==> config.mk <==
export PLATFORM = sky130hd
export DESIGN_NAME = umd_line_ctrl
export DESIGN_NICKNAME = d
export VERILOG_FILES = /design/src/rtl/umd_pkg.sv /design/src/rtl/umd_fifo_if.sv /design/src/rtl/umd_fifo.sv /design/src/rtl/umd_line_ctrl.sv
export SDC_FILE = /design/constraint.sdc
export NUM_CORES = 1
export LEC_CHECK = 0
export ABC_AREA = 1
export BUFFER_PORTS_ARGS = -buffer_cell sky130_fd_sc_hd__buf_2
export CAP_MARGIN = 20
export CORE_MARGIN = 2
export CORE_UTILIZATION = 47
export DETAILED_ROUTE_END_ITERATION = 8
export GPL_TIMING_DRIVEN = 0
export SLEW_MARGIN = 20
export SYNTH_ARGS = -nofsm -noshare
export SYNTH_HDL_FRONTEND = slang
export SYNTH_SLANG_ARGS = --single-unit
==> constraint.sdc <==
create_clock -name clk -period 3.1 [get_ports clk]
set_clock_uncertainty 0.2 [all_clocks]
set_input_delay 0.155 -clock clk [delete_from_list [all_inputs] [get_ports clk]]
set_output_delay 0.155 -clock clk [all_outputs]
set_load 0.02 [all_outputs]
==> src/rtl/umd_pkg.sv <==
package umd_pkg;

    // ------------------------------------------------------------
    // line function and flow scheme encodings
    // ------------------------------------------------------------
    localparam logic [2:0] LFS_RS485    = 3'h3;
    localparam int         LFS_POL_BIT  = 3;
    localparam logic [2:0] FLOW_MD_RX   = 3'h3;
    localparam logic [2:0] FLOW_MD_TX   = 3'h4;
    localparam int         FLOW_HDX_BIT = 3;

    // ------------------------------------------------------------
    // character format
    // ------------------------------------------------------------
    localparam logic [1:0] DLEN_7   = 2'h0;
    localparam logic [1:0] DLEN_8   = 2'h1;
    localparam logic [1:0] DLEN_9   = 2'h2;
    localparam int         CHAR_W   = 9;
    localparam int         BYTE_W   = 8;
    localparam int         TX_DEPTH = 8;

    // ------------------------------------------------------------
    // timing
    // ------------------------------------------------------------
    localparam int          CLK_HZ      = 100_000_000;
    localparam int          BAUD_DEF    = 9600;
    localparam logic [15:0] BIT_CYC_DEF = 16'(CLK_HZ / BAUD_DEF);
    localparam logic [3:0]  TURN_MAX    = 4'hf;

    // ------------------------------------------------------------
    // state machines
    // ------------------------------------------------------------
    typedef enum logic [2:0] {
        TX_IDLE  = 3'b000,
        TX_LEAD  = 3'b001,
        TX_START = 3'b010,
        TX_DATA  = 3'b011,
        TX_PAR   = 3'b100,
        TX_STOP  = 3'b101
    } umd_tx_state_t;

    typedef enum logic [2:0] {
        RX_IDLE  = 3'b000,
        RX_START = 3'b001,
        RX_DATA  = 3'b010,
        RX_PAR   = 3'b011,
        RX_STOP  = 3'b100
    } umd_rx_state_t;

endpackage

==> src/rtl/umd_fifo_if.sv <==
`timescale 1ns/1ns
interface umd_fifo_if #(parameter int W = 9);
    logic [W-1:0] in_data;
    logic         in_valid;
    logic         in_ready;
    logic [W-1:0] out_data;
    logic         out_valid;
    logic         out_ready;

    modport fifo (
        input  in_data,
        input  in_valid,
        output in_ready,
        output out_data,
        output out_valid,
        input  out_ready
    );
    modport user (
        output in_data,
        output in_valid,
        input  in_ready,
        input  out_data,
        input  out_valid,
        output out_ready
    );
endinterface

==> src/rtl/umd_fifo.sv <==
`timescale 1ns/1ns
module umd_fifo #(
    parameter int W     = 9,
    parameter int DEPTH = 8
) (
    input wire logic clk,
    input wire logic sys_rst,
    umd_fifo_if.fifo f
);
    localparam int AW = $clog2(DEPTH);

    logic [W-1:0] mem [DEPTH];
    logic [AW:0]  wr_q;
    logic [AW:0]  rd_q;
    wire          empty = (wr_q == rd_q);
    wire          full  = (wr_q[AW-1:0] == rd_q[AW-1:0]) &&
                          (wr_q[AW] != rd_q[AW]);
    wire          push  = f.in_valid && !full;
    wire          pop   = f.out_ready && !empty;

    assign f.in_ready  = !full;
    assign f.out_valid = !empty;
    assign f.out_data  = mem[rd_q[AW-1:0]];

    always_ff @(posedge clk) begin
        if (push) begin
            mem[wr_q[AW-1:0]] <= f.in_data;
        end
    end

    always_ff @(posedge clk or posedge sys_rst) begin
        if (sys_rst) begin
            wr_q <= '0;
            rd_q <= '0;
        end else begin
            wr_q <= wr_q + (AW+1)'(push);
            rd_q <= rd_q + (AW+1)'(pop);
        end
    end
endmodule

==> src/rtl/umd_line_ctrl.sv <==
// Contract
// - rs485 pin function only when selected
// - driver enable asserted before first start bit
// - zero delay: release right after stop bit
// - select bit 3 inverts enable polarity
// - release delayed by 1 to 15 bit times
// - flow schemes 3 and 4 mean multidrop
// - compare address bytes to both addresses
// - ninth or parity bit set marks address
// - match enables receiver, data bytes stored
// - mismatched address disables receiver
// - scheme 3 keeps transmitter always enabled
// - scheme 4 transmits only while matched
// - flow bit 3 selects half duplex
// - half duplex drops receive while sending
// - start, data lsb first, parity, stops
// - store low eight bits, drop the rest
`timescale 1ns/1ns
module umd_line_ctrl #(
    parameter int DEPTH = umd_pkg::TX_DEPTH
) (
    input  wire logic        clk,
    input  wire logic        sys_rst,
    input  wire logic [3:0]  line_function_select,
    input  wire logic [3:0]  flow_scheme_select,
    input  wire logic [3:0]  turnaround_delay,
    input  wire logic [7:0]  unicast_addr_match,
    input  wire logic [7:0]  multicast_addr_match,
    input  wire logic [1:0]  data_len,
    input  wire logic        parity_en,
    input  wire logic        parity_odd,
    input  wire logic        two_stop,
    input  wire logic [15:0] bit_cycles,
    input  wire logic [8:0]  tx_data,
    input  wire logic        tx_valid,
    output logic             tx_ready,
    output logic [7:0]       rx_data,
    output logic             rx_valid,
    input  wire logic        rx_ready,
    output logic             rx_matched,
    output logic             txd,
    input  wire logic        rxd,
    output logic             direction_enable_pin
);
    // ------------------------------------------------------------
    // configuration decode
    // ------------------------------------------------------------
    wire rs485_sel = line_function_select[2:0] == umd_pkg::LFS_RS485;
    wire de_pol    = line_function_select[umd_pkg::LFS_POL_BIT];
    wire md4       = flow_scheme_select[2:0] == umd_pkg::FLOW_MD_TX;
    wire md_on     = md4 ||
                     flow_scheme_select[2:0] == umd_pkg::FLOW_MD_RX;
    wire hdx       = flow_scheme_select[umd_pkg::FLOW_HDX_BIT];
    wire [3:0] n_bits = (data_len == umd_pkg::DLEN_7) ? 4'h7 :
                        (data_len == umd_pkg::DLEN_8) ? 4'h8 : 4'h9;
    wire [15:0] bit_last  = bit_cycles - 16'h1;
    wire [15:0] half_last = {1'b0, bit_cycles[15:1]};

    logic match_q;

    // ------------------------------------------------------------
    // transmit fifo
    // ------------------------------------------------------------
    umd_fifo_if #(.W(umd_pkg::CHAR_W)) txf ();

    umd_fifo #(
        .W     (umd_pkg::CHAR_W),
        .DEPTH (DEPTH)
    ) u_txf (
        .clk     (clk),
        .sys_rst (sys_rst),
        .f       (txf)
    );

    assign txf.in_data  = tx_data;
    assign txf.in_valid = tx_valid;
    assign tx_ready     = txf.in_ready;

    // ------------------------------------------------------------
    // transmitter
    // ------------------------------------------------------------
    umd_pkg::umd_tx_state_t tx_st_q;
    umd_pkg::umd_tx_state_t tx_st_d;
    logic [8:0]  tx_sh_q;
    logic [3:0]  tx_bit_q;
    logic [15:0] tx_cyc_q;
    logic        tx_par_q;
    logic        tx_stop2_q;
    logic [3:0]  hold_q;
    logic        txd_q;
    logic        de_on_q;

    // gating in scheme 4 stalls the fifo drain, so back-pressure
    // reaches tx_ready once the eight words are taken
    wire tx_en    = !md4 || match_q;
    wire tx_busy  = tx_st_q != umd_pkg::TX_IDLE;
    wire tx_load  = !tx_busy && txf.out_valid && tx_en;
    wire tx_tick  = tx_cyc_q == bit_last;
    wire stop_end = tx_st_q == umd_pkg::TX_STOP && tx_tick &&
                    !(two_stop && !tx_stop2_q);
    wire last_bit = tx_bit_q == n_bits - 4'h1;
    wire [8:0] tx_mask = (data_len == umd_pkg::DLEN_7) ? 9'h07f :
                         (data_len == umd_pkg::DLEN_8) ? 9'h0ff : 9'h1ff;
    // a word popped right after a stop bit keeps the enable up,
    // so the pin never blinks off between back-to-back characters
    wire de_act   = tx_busy || hold_q != 4'h0 || tx_load;
    assign txf.out_ready = tx_load;

    always_comb begin
        tx_st_d = tx_st_q;
        case (tx_st_q)
            umd_pkg::TX_IDLE:  if (tx_load) tx_st_d = umd_pkg::TX_LEAD;
            umd_pkg::TX_LEAD:  tx_st_d = umd_pkg::TX_START;
            umd_pkg::TX_START: if (tx_tick) tx_st_d = umd_pkg::TX_DATA;
            umd_pkg::TX_DATA: begin
                if (tx_tick && last_bit) begin
                    tx_st_d = parity_en ? umd_pkg::TX_PAR
                                        : umd_pkg::TX_STOP;
                end
            end
            umd_pkg::TX_PAR:   if (tx_tick) tx_st_d = umd_pkg::TX_STOP;
            umd_pkg::TX_STOP:  if (stop_end) tx_st_d = umd_pkg::TX_IDLE;
            default:           tx_st_d = umd_pkg::TX_IDLE;
        endcase
    end

    // line level follows the frame order start, data, parity, stop
    wire txd_d = (tx_st_q == umd_pkg::TX_START) ? 1'b0 :
                 (tx_st_q == umd_pkg::TX_DATA)  ? tx_sh_q[0] :
                 (tx_st_q == umd_pkg::TX_PAR)   ? tx_par_q : 1'b1;

    always_ff @(posedge clk or posedge sys_rst) begin
        if (sys_rst) begin
            tx_st_q <= umd_pkg::TX_IDLE;
            txd_q   <= 1'b1;
            de_on_q <= 1'b0;
        end else begin
            tx_st_q <= tx_st_d;
            txd_q   <= txd_d;
            de_on_q <= de_act;
        end
    end

    always_ff @(posedge clk or posedge sys_rst) begin
        if (sys_rst) begin
            tx_sh_q <= '0;
            tx_par_q <= 1'b0;
            tx_bit_q <= '0;
            tx_stop2_q <= 1'b0;
        end else if (tx_load) begin
            tx_sh_q    <= txf.out_data & tx_mask;
            tx_par_q   <= ^(txf.out_data & tx_mask) ^ parity_odd;
            tx_bit_q   <= '0;
            tx_stop2_q <= 1'b0;
        end else if (tx_tick && tx_st_q == umd_pkg::TX_DATA) begin
            tx_sh_q  <= {1'b0, tx_sh_q[8:1]};
            tx_bit_q <= tx_bit_q + 4'h1;
        end else if (tx_tick && tx_st_q == umd_pkg::TX_STOP) begin
            tx_stop2_q <= 1'b1;
        end
    end

    // bit-time counter also paces the turnaround hold
    always_ff @(posedge clk or posedge sys_rst) begin
        if (sys_rst) begin
            tx_cyc_q <= '0;
        end else if (!de_act || tx_tick || tx_st_q == umd_pkg::TX_LEAD) begin
            tx_cyc_q <= '0;
        end else begin
            tx_cyc_q <= tx_cyc_q + 16'h1;
        end
    end

    always_ff @(posedge clk or posedge sys_rst) begin
        if (sys_rst) begin
            hold_q <= '0;
        end else if (tx_load) begin
            hold_q <= '0;
        end else if (stop_end) begin
            hold_q <= turnaround_delay;
        end else if (!tx_busy && hold_q != 4'h0 && tx_tick) begin
            hold_q <= hold_q - 4'h1;
        end
    end

    assign txd = txd_q;
    // outside rs485 function the pin rests at its inactive level
    assign direction_enable_pin = (rs485_sel && de_on_q) ^ de_pol;
    // polarity select flips the level on the pin

    // ------------------------------------------------------------
    // receiver
    // ------------------------------------------------------------
    umd_pkg::umd_rx_state_t rx_st_q;
    logic        rx_s1_q;
    logic        rx_s2_q;
    logic [15:0] rx_cyc_q;
    logic [3:0]  rx_bit_q;
    logic [8:0]  rx_sh_q;
    logic        rx_pbit_q;
    logic [7:0]  rx_data_q;
    logic        rx_valid_q;
    logic        md_prev_q;

    // own transmission would echo back on a shared pair
    wire rx_gate  = hdx && tx_busy;
    wire rx_tick  = rx_cyc_q == ((rx_st_q == umd_pkg::RX_START) ?
                                 half_last : bit_last);
    wire rx_done  = rx_st_q == umd_pkg::RX_STOP && rx_tick;
    wire is_addr  = (data_len == umd_pkg::DLEN_9) ? rx_sh_q[8] :
                    rx_pbit_q;
    wire addr_hit = rx_sh_q[7:0] == unicast_addr_match ||
                    rx_sh_q[7:0] == multicast_addr_match;
    wire rx_store = rx_done && !rx_gate &&
                    (!md_on || (!is_addr && match_q));

    always_ff @(posedge clk or posedge sys_rst) begin
        if (sys_rst) begin
            rx_s1_q <= 1'b1;
            rx_s2_q <= 1'b1;
        end else begin
            rx_s1_q <= rxd;
            rx_s2_q <= rx_s1_q;
        end
    end

    always_ff @(posedge clk or posedge sys_rst) begin
        if (sys_rst) begin
            rx_st_q  <= umd_pkg::RX_IDLE;
            rx_cyc_q <= '0;
            rx_bit_q <= '0;
            rx_sh_q  <= '0;
            rx_pbit_q <= 1'b0;
        end else if (rx_gate) begin
            rx_st_q  <= umd_pkg::RX_IDLE;
            rx_cyc_q <= '0;
        end else begin
            rx_cyc_q <= (rx_tick || rx_st_q == umd_pkg::RX_IDLE) ?
                        16'h0 : rx_cyc_q + 16'h1;
            case (rx_st_q)
                umd_pkg::RX_IDLE: begin
                    if (!rx_s2_q) begin
                        rx_st_q  <= umd_pkg::RX_START;
                        rx_sh_q  <= '0;
                        rx_bit_q <= '0;
                        rx_pbit_q <= 1'b0;
                    end
                end
                umd_pkg::RX_START: begin
                    if (rx_tick) begin
                        rx_st_q <= rx_s2_q ? umd_pkg::RX_IDLE
                                           : umd_pkg::RX_DATA;
                    end
                end
                umd_pkg::RX_DATA: begin
                    if (rx_tick) begin
                        rx_sh_q[rx_bit_q] <= rx_s2_q;
                        rx_bit_q <= rx_bit_q + 4'h1;
                        if (rx_bit_q == n_bits - 4'h1) begin
                            rx_st_q <= parity_en ? umd_pkg::RX_PAR
                                                 : umd_pkg::RX_STOP;
                        end
                    end
                end
                umd_pkg::RX_PAR: begin
                    if (rx_tick) begin
                        rx_pbit_q <= rx_s2_q;
                        rx_st_q   <= umd_pkg::RX_STOP;
                    end
                end
                umd_pkg::RX_STOP: if (rx_tick) rx_st_q <= umd_pkg::RX_IDLE;
                default:          rx_st_q <= umd_pkg::RX_IDLE;
            endcase
        end
    end

    // ------------------------------------------------------------
    // multidrop match and receive holding word
    // ------------------------------------------------------------
    always_ff @(posedge clk or posedge sys_rst) begin
        if (sys_rst) begin
            md_prev_q <= 1'b0;
            match_q   <= 1'b0;
        end else begin
            md_prev_q <= md_on;
            if (md_on && !md_prev_q) begin
                match_q <= 1'b0;
            end else if (rx_done && !rx_gate && md_on && is_addr) begin
                match_q <= addr_hit;
            end
        end
    end

    // framing and parity outcomes are not kept, only the low byte;
    // a word not yet taken is overwritten by the next one
    always_ff @(posedge clk or posedge sys_rst) begin
        if (sys_rst) begin
            rx_data_q  <= '0;
            rx_valid_q <= 1'b0;
        end else begin
            if (rx_store) begin
                rx_data_q <= rx_sh_q[7:0];
            end
            rx_valid_q <= rx_store || (rx_valid_q && !rx_ready);
        end
    end

    assign rx_data    = rx_data_q;
    assign rx_valid   = rx_valid_q;
    assign rx_matched = match_q;

    // ------------------------------------------------------------
    // checks
    // ------------------------------------------------------------
    AST_DE_IDLE_LEVEL: assert property (@(posedge clk) disable iff (sys_rst)
        !rs485_sel |-> direction_enable_pin == de_pol)
        else $error("enable pin active without rs485 function");
    AST_DE_POLARITY: assert property (@(posedge clk) disable iff (sys_rst)
        rs485_sel && de_on_q |-> direction_enable_pin == !de_pol)
        else $error("enable pin polarity wrong");
    AST_DE_BEFORE_START: assert property (@(posedge clk) disable iff (sys_rst)
        $fell(txd_q) |-> $past(de_on_q))
        else $error("start bit sent without driver enable");
    AST_DE_ZERO_DELAY: assert property (@(posedge clk) disable iff (sys_rst)
        stop_end && turnaround_delay == 4'h0 ##1 !tx_load
        |=> !de_on_q)
        else $error("enable not released after last stop bit");
    AST_TURN_LOAD: assert property (@(posedge clk) disable iff (sys_rst)
        stop_end |=> hold_q == $past(turnaround_delay))
        else $error("turnaround count not loaded");
    AST_MD_HIT: assert property (@(posedge clk) disable iff (sys_rst)
        rx_done && !rx_gate && md_on && is_addr && addr_hit
        && !(md_on && !md_prev_q) |=> match_q)
        else $error("matching address did not enable receiver");
    AST_MD_MISS: assert property (@(posedge clk) disable iff (sys_rst)
        rx_done && !rx_gate && md_on && is_addr && !addr_hit
        |=> !match_q ##1 !rx_valid_q || $past(rx_valid_q))
        else $error("mismatched address left receiver enabled");
    AST_MD_ENTRY: assert property (@(posedge clk) disable iff (sys_rst)
        md_on && !md_prev_q |=> !match_q)
        else $error("multidrop entry did not clear match");
    AST_MODE4_TX: assert property (@(posedge clk) disable iff (sys_rst)
        md4 && !match_q |-> !txf.out_ready)
        else $error("scheme 4 sent without address match");
    AST_HDX_DROP: assert property (@(posedge clk) disable iff (sys_rst)
        hdx && tx_busy |=> !rx_valid_q || $past(rx_valid_q))
        else $error("receive data taken while sending in half duplex");
endmodule

* After elaboration in Yosys (flattened, before gate mapping) *
Memories as Yosys holds them, arrays and structs flattened.
Index checks and enable logic that the tools add are counted.

operators by class
  divide/modulo/power cells = 0
  shift operators = 0
  equality and inequality tests = 38
  multiply operators = 0
  mux-type cells = 55
  reduce and logical (&&, ||, !) cells = 62
  add/subtract/negate cells = 9
  $lt $le $gt $ge = 2
  bitwise operators = 4

operator list
  kind                                                 count
  two-way mux 16 bit                                   4
  two-way mux 9 bit                                    6
  two-way mux 3 bit                                    13
  adder 16 x 1 -> 16 bit (second input constant)       2
  == test 16 bit                                       2
  two-way mux 4 bit                                    8
  logical AND 1 bit                                    23
  == test 3 x 2 -> 1 bit (second input constant)       6
  inequality test 2 bit (second input constant)        9
  inequality test 3 bit (second input constant)        6
  case mux 3 bit (6 select lines)                      1
  case mux 9 bit (2 select lines)                      1
  == test 8 bit                                        2
  two-way mux 1 bit                                    16
  subtractor 16 x 1 -> 16 bit (second input constant)  1
  case mux 3 bit (5 select lines)                      1
  == test 3 bit (second input constant)                4
  == test 4 bit                                        3
  zero test 1 bit                                      12
  logical OR 1 bit                                     10
  nonzero test 2 bit                                   5
  bitwise AND 9 bit                                    1
  bitwise mux 9 bit                                    1
  parity 9 bit                                         1
  24 further kinds                                     32

storage, ports and cells
  latch bits = 0
  memories kept = 1
  input bits = 63
  ROM bits = 0
  bits in writable memories = 72
  register bits after elaboration = 94

memories
  memory     words  bits a word  read ports  clocked after memory_dff  write ports  line            text
  u_txf.mem  8      9            1           0                         1            umd_fifo.sv:12  logic [W-1:0] mem [DEPTH];

* Logic depth before layout (Yosys ltp) *
Gate-level depths: netlist of the first run.

  word-level depth = 9
  mapped depth = 19

* By module *
Synthesis of the first run repeated with hierarchy kept, for this count alone.

unflattened totals
  cells, all modules = 1,268
  area, all modules = 10,073.4 µm²

by module, submodules not included
  module         cells each  sequential area each (µm²)  instances  area each (µm²)
  umd_line_ctrl  986         2,155.8                     1          6,697.7
  umd_fifo       282         2,362.3                     1          3,375.7

* Worst setup path before layout of the first run *
No wires, ideal clock.

  kind = reg2reg
  start point = reg u_txf.rd_q[1]
  end point = mem u_txf.mem[0][0], enable pin
  buffers on the path = 1
  data arrival time = 1.847 ns
  cell stages (with the launch flop) = 10
  slack = 0.679 ns
  clock period less this slack = 2.421 ns
  setup time = 0.374 ns
  required time = 2.526 ns
  cell sequence = dfrtp_1 -> inv_1 -> clkbuf_1 -> nand2_1 -> nand3_1 -> nor2_1 -> nand2_1 -> nand2_1 -> or2_2 -> nor2_1

between the ends
  word-level cells in the longest chain between the ends = 6

ends and longest elaborated chain
  what                                     line                 text
  from (decl)                              umd_fifo.sv:14       logic [AW:0] rd_q;
  from (signal assigned)                   umd_fifo.sv:37       rd_q <= rd_q + (AW+1)'(pop);
  == test 3 bit                            umd_fifo.sv:16       wire full = (wr_q[AW-1:0] == rd_q[AW-1:0]) &&
  logical AND 1 bit                        umd_fifo.sv:16
  zero test 1 bit                          -
  named net tx_ready                       umd_line_ctrl.sv:36  output logic tx_ready,
  logical AND 1 bit                        umd_fifo.sv:18       wire push = f.in_valid && !full;
  two-way mux 1 bit                        umd_fifo.sv:26       if (push) begin
  two-way mux 1 bit (implied by the code)  umd_fifo.sv:27       mem[wr_q[AW-1:0]] <= f.in_data;
  to (decl)                                umd_fifo.sv:12

The timed path passes the listed nets, and every way through them passes these cells.

* Final worst setup path of the first run *
  start point = reg rx_st_q[2]
  end point = reg rx_data_q[5], in the netlist rx_data[5]

between the ends
  word-level cells in the longest chain between the ends = 6
  elaborated cells between the ends (all ways) = 7
  those cells by class = eq/ne: 3; mux: 1; reduce/logical: 3

ends and longest elaborated chain
  what                                line                  text
  from (decl)                         umd_line_ctrl.sv:194  umd_pkg::umd_rx_state_t rx_st_q;
  from (signal assigned)              umd_line_ctrl.sv:229  rx_st_q <= umd_pkg::RX_IDLE;
  from (signal assigned)              umd_line_ctrl.sv:235  rx_st_q <= umd_pkg::RX_IDLE;
  from (signal assigned)              umd_line_ctrl.sv:243  rx_st_q <= umd_pkg::RX_START;
  == test 3 x 1 -> 1 bit              umd_line_ctrl.sv:207  wire rx_tick = rx_cyc_q == ((rx_st_q == umd_pkg::RX_START) ?
  two-way mux 16 bit                  umd_line_ctrl.sv:207
  == test 16 bit                      umd_line_ctrl.sv:207
  logical AND 1 bit (*)               umd_line_ctrl.sv:209  wire rx_done = rx_st_q == umd_pkg::RX_STOP && rx_tick;
  logical AND 1 bit (*) (2 in a row)  umd_line_ctrl.sv:214  wire rx_store = rx_done && !rx_gate &&
  to (signal assigned)                umd_line_ctrl.sv:302  rx_data_q <= rx_sh_q[7:0];
  to (decl)                           umd_line_ctrl.sv:201  logic [7:0] rx_data_q;

Every way passes the cells marked *; elsewhere a longest branch is shown, timed or not.
A chain may end at the register's enable or synchronous reset.

==> summary.md, run 1 <==
| Metric | Value |
|---|---|
| Max clock buf depth | 2 |
| TNS Setup | 0 ps |
| Layout area overhead | 16.78% |
| Port bufs | 75 |
| GPL Wtd Cong | around 0.87 |
| First-pass GRT wire length | about 40000 um |
| CTS tree | done |
| Root buffer cell | clkbuf_16 |
| Final ANT Viol Nets | 0 |
| Final worst path period share | 0.9255 |
| Routed vias | about 8500 |
| PD cells | a little under 800 nW/um2 |
| WP data arrival | roughly 3000 ps |
| # diodes | 0 |
| Worst slew pin tran | 910.5 ps |
| Max H-tree Level | 4 |
| RSZ-0062 raised after global routing | false |
| Normalized max-slew margin | 0.3908 |
| Worst EP required | approximately 3200 ps |
| Number of global-route vias before repair | ~8000 |
| Mean Syn Cell Area | ~7.8 um2 |
| Peak supply drop | about 0.46 mV |
| # IOs | between 70 and 80 |
| Final nets | 1439 |
| Initial Util | 0.4794 |
| Die height | about 150 um |
| TritonRoute pass-1 iters | 7 |
| Primary FF master, synth | dfrtp_1 |
| Final core utilization | 0.5598 |
| Largest net degree at the start of global routing | between 60 and 70 |
| Number of synthesized flops with an enable pin | 72 |
| Share of layout cells above drive strength 1 | 0.1316 |
| Detailed Route Iter0 Violations | between 600 and 700 |
| Synthesized cell area | ~9700 um2 |
| Net Count, Synth | ~1300 |
| Tot GR Track Use | 0.2282 |
| Post-synth cell types | 44 |
| Endpoints failing setup | 0 |
| Worst min path class | input pin to async pin |
| Sink Count | roughly 170 |
| Full die area | 21870 um2 |
| Final wirelength | roughly 24000 um |
| Startpoint Class | register |
| Yosys warns | 0 |
| Die X | 147.9 um |
| Crit Path Category | register to register |
| Worst-path fanout max | 10 |
| Core area | a little over 20000 um2 |
| CTS clk-pin slew, worst paths | 80 ps |
| Sequential area share after synthesis | 0.4643 |
| Clk_lat worst skew | 440 ps |
| DRC | 0 |
| Most frequent cells in the layout | nand2_1 (349), nor2_1 (147), inv_1 (131) |
| Max cap viols | 0 |
| Post-route cell area | 11360 um2 |
| Fmax | 348.5 MHz |
| Post-DR vias/cell | between 5 and 6 |
| Fin. max-slew vios | 0 |
| Asr flop ratio synth | 0.5663 |
| TritonCTS buffer count | 17 |
| CP Capture Type | register |
| DP Area | ~10000 um2 |
| P_leak | about 0.0052 uW |
| Grt ovf | 0 |
| Mapped Cells | 1245 |
| Hold Vio Cnt, Final | 0 |
| Cell Rows | 52 |
| Most common cell after layout, fill and taps aside | nand2_1 |
| Wire length per cell | roughly 15 um |
| Yosys reg bits | ~170 |
| Min cycle time layout | roughly 2900 ps |
| Initial antenna violation count | 0 |
| Post-DP HPWL | roughly 18000 um |
| Status | completed |
## cells in the mapped netlist, types with 9 or more instances
| master | n | share of area |
|---|---|---|
| nor3_1 | 22 | 0.011 |
| nor2_1 | 155 | 0.060 |
| inv_1 | 132 | 0.051 |
| ha_1 | 14 | 0.018 |
| a21oi_1 | 12 | 0.0062 |
| xnor2_1 | 21 | 0.019 |
| o211ai_1 | 10 | 0.0077 |
| nor2_2 | 9 | 0.0058 |
| dfrtp_1 | 91 | 0.23 |
| nand3_1 | 122 | 0.063 |
| nand2_1 | 349 | 0.13 |
| nand4_1 | 38 | 0.024 |
| clkbuf_1 | 16 | 0.0062 |
| edfxtp_1 | 72 | 0.22 |
| xor2_1 | 24 | 0.022 |
| o21ai_0 | 67 | 0.034 |
## path summary, 6_finish.rpt
path | start | cells after the start | slack (ps) | to
min in group clk | flow_scheme_select[2] | 2 | 50 | md_prev_q
max in group asynchronous | sys_rst | 4 | 2000 | txd
max | rx_st_q[2] | 15 | 230 | rx_data[5]
min reg2reg | rx_s1_q | 0 | 160 | rx_s2_q
min | sys_rst | 3 | 40 | rx_bit_q[2]
max reg2reg | rx_st_q[2] | 15 | 230 | rx_data[5]
## metrics by stage
step / hold slack [ps] / total power, uW / setup WS [ps] / instances
final: 39.05 / 8859 / 230.9 / 1645
after global routing: 58.75 / 9554 / 9.727 / 1645
after CTS: 28.54 / 8887 / 32.40 / 1644
after detailed placement: -50.03 / 6593 / -15.24 / 1591
after global placement: 61.64 / 6558 / -988.0 / 1590
after floorplan: -40.52 / 5581 / 301.3 / 1245
## final cells by class
cell class	count	area, um2
timing repair buffer	98	624.3
fill	1957	8936
tap	270	337.8
clock inverter	15	211.5
sequential	166	4518
buffer	26	135.1
multi-input combinational	918	4599
inverter	135	511.7
clock buffer	17	425.4
## kinds of logic (layout without fill, tap and decap cells)
logic type,after synthesis,count (layout),synth area share
simple gates,743,743,0.3428
flops,166,166,0.4643
buf+inv,161,291,0.06583
compound gates,115,115,0.06751
xor+xnor,45,45,0.04050
fa+ha+maj,14,14,0.01800
mux,1,1,0.001029
## repair_timing
action                                  CTS  global route
endpoints found under the setup margin    9            63
buffers inserted                          0             0
gates resized for setup                   1            10
endpoints found under the hold margin   176             0
hold buffers                             21             0
## worst max-delay path, cell delays in order, from the launching register on
cell     delay [ps]
dfrtp_1         400
inv_1           200
nand2_4         100
nor2_4          280
buf_6           210
nand2_4          60
nand2_2          60
nand2_2          40
nand2_2          90
nand3_2          90
nor2_2          120
nand3_2         100
nor3_4          410
nand3_4         230
nand2_1         110
nand2_1          50
## where the power goes
part / leakage, uW / internal, uW / total [uW] / switching, uW
registers: 0.00191 / 2680 / 2880 / 199
logic: 0.00294 / 1180 / 3740 / 2560
clock network: 0.000306 / 1130 / 2240 / 1110
total: 0.00515 / 4990 / 8860 / 3870
## registers in the layout (all words and copies together), names as in the netlist, 3 cells and up
register    count
u_txf.wr_q      4
tx_sh_q         9
rx_sh_q         9
u_txf.rd_q      4
tx_st_q         3
rx_data         8
hold_q          4
rx_bit_q        4
tx_cyc_q       16
rx_cyc_q       16
tx_bit_q        4
u_txf.mem      72
rx_st_q         3
## routing by layer
metal  GRT usage  vias to the layer above  part of all wire
li1            -                     4347                 -
met1      0.3063                     3940              0.46
met2      0.3863                      227              0.47
met3     0.03704                       23             0.052
met4     0.06095                        0             0.013
met5           0                        -                 0
No activity file was read; power rests on OpenSTA's default activity.
==> run 2: changes to the inputs <==
- clock period: 3.1 -> 3.35 ns (I/O delays scaled with it)
==> summary.md, run 2 (synthesis results as in run 1) <==
| Metric | Value |
|---|---|
| Most frequent cells in the layout | nand2_1 (349), nor2_1 (154), inv_1 (131) |
| DRC | 0 |
| Pre-CTS setup slack | 222.3 ps |
| Switch share | 0.4356 |
| Max FFs per register | 72 |
| # IOs | 76 |
| Worst slew pin tran | between 1000 and 1500 ps |
| Max cap viols | 0 |
| Die X | 147.9 um |
| Worst-path fanout max | 10 |
| Met1 GRT Util | 0.3051 |
| Top Usage Layer GRT | met2 |
| Most common cell after layout, fill and taps aside | nand2_1 |
| Worst EP required | between 3000 and 4000 ps |
| Final worst path period share | 0.9078 |
| Internal power | about 4600 uW |
| CTS clk-pin slew, worst paths | ~70 ps |
| M2 GR Usage | 0.3884 |
| Crit Path Category | input pin to register |
| PD cells | around 700 nW/um2 |
| DP Area | roughly 10000 um2 |
| First-pass GRT wire length | roughly 40000 um |
| CTS tree | done |
| WP data arrival | approximately 3200 ps |
| Grt ovf | 0 |
| Endpoints failing setup | 0 |
| Largest net degree at the start of global routing | between 60 and 70 |
| Final nets | 1438 |
| TNS Setup | 0 ps |
| Psw | roughly 3600 uW |
| Setup Buffers After CTS | 0 |
| Die height | between 100 and 150 um |
| Root buffer cell | clkbuf_16 |
| Fin. max-slew vios | 0 |
| Setup ws final | between 300 and 400 ps |
| Min cycle time layout | 3041 ps |
| Core area | around 20000 um2 |
| Met3 global-route usage | 0.03704 |
| Initial Util | 0.4794 |
| Normalized max-slew margin | 0.3181 |
| Worst min path class | input pin to register |
| Layout area overhead | 16.41% |
| Fmax | 328.8 MHz |
| Final wirelength | 24060 um |
| Sequential share of power | 0.326 |
| Status | completed |
| Port bufs | 75 |
| Max H-tree Level | 4 |
| Clock network fraction of design power | 0.253 |
| Max clock buf depth | 2 |
| Combinational share of power | 0.421 |
| Clk_lat worst skew | between 400 and 500 ps |
| Post-DR vias/cell | slightly above 5 |
| GPL Wtd Cong | roughly 0.87 |
| Full die area | about 22000 um2 |
| Cell Rows | 52 |
| P_leak | 0.005147 uW |
| Final ANT Viol Nets | 0 |
| Initial antenna violation count | 0 |
| Share of layout cells above drive strength 1 | 0.1252 |
| Post-DP HPWL | 17850 um |
| Detailed Route Iter0 Violations | 671 |
| # diodes | 0 |
| Routed vias | 8473 |
| TritonCTS buffer count | 17 |
| Sink Count | about 170 |
| TritonRoute pass-1 iters | 5 |
| Startpoint Class | input pin |
| Post-route cell area | around 11000 um2 |
| Hold Vio Cnt, Final | 0 |
| CP Capture Type | register |
| Wire length per cell | between 10 and 15 um |
| Number of global-route vias before repair | 8042 |
| RSZ-0062 raised after global routing | false |
| Tot GR Track Use | 0.2284 |
| Peak supply drop | roughly 0.42 mV |
==> run 2: through the flow <==
| stage | util | power (uW) | hold slack, ps | cells |
|---|---|---|---|---|
| CTS | 0.5573 | 8221 | 9.724 | 1643 |
| floorplan | - | 5165 | -28.02 | 1245 |
| finish | 0.5580 | 8166 | 20.11 | 1644 |
| global route | 0.5580 | 8816 | 71.25 | 1644 |
| global placement | 0.5145 | 6069 | 74.14 | 1590 |
| detailed placement | 0.5161 | 6101 | -37.53 | 1591 |
==> run 2: what timing repair did <==
| action | 4_1_cts | 5_1_grt |
|---|---|---|
| hold buffers | 20 | 0 |
| hold endpoints to repair | 176 | 0 |
| resized for setup | 0 | 0 |
==> run 2: power by group through the flow <==
| stage | registers [uW] | logic [uW] | clock network [uW] |
|---|---|---|---|
| finish | 2660 | 3430 | 2070 |
| global route | 2710 | 3920 | 2190 |
| CTS | 2670 | 3440 | 2110 |
| detailed placement | 2710 | 3390 | 0 |
| global placement | 2700 | 3370 | 0 |
| floorplan | 2670 | 2500 | 0 |
==> run 2: worst paths after layout <==
| path | cells after the start | from | slack (ps) | to |
|---|---|---|---|---|
| worst min register to register | 0 | rx_s1_q | 160 | rx_s2_q |
| worst min-delay path | 6 | two_stop | 20 | hold_q[0] |
| max in group asynchronous | 4 | sys_rst | 2230 | txd |
| min in group asynchronous | 3 | sys_rst | 50 | rx_bit_q[2] |
| worst max-delay path | 16 | bit_cycles[0] | 310 | hold_q[0] |
| worst max register to register | 9 | tx_st_q[0] | 340 | rx_sh_q[1] |
==> run 2: area by class of cell <==
class | count | area [um2]
Clock inverter | 15 | 211.5
Buffer | 26 | 133.9
Clock buffer | 17 | 425.4
Multi-Input combinational cell | 918 | 4574
Fill cell | 1961 | 8972
Tap cell | 270 | 337.8
Inverter | 135 | 511.7
Sequential cell | 166 | 4518
Timing Repair Buffer | 97 | 614.3
==> run 2: critical path, stage by stage <==
cell           delay [ps]
buf_2                 110
inv_1                 140
ha_1                  340
nand2_1               180
nor2_4                230
nand2_1               130
nand3_1               120
nand2_1                90
nor2_1                 90
nand2_1                70
nor2_2                290
nand4_2               220
buf_2                 230
o21ai_1               130
dlygate4sd3_1         560
o21ai_1                50
==> run 2: layer usage <==
| layer | vias up | wire [um] |
|---|---|---|
| met5 | - | 0 |
| met4 | 0 | 324 |
| met3 | 24 | 1213 |
| met2 | 196 | 11400 |
| met1 | 3906 | 11120 |
| li1 | 4347 | - |
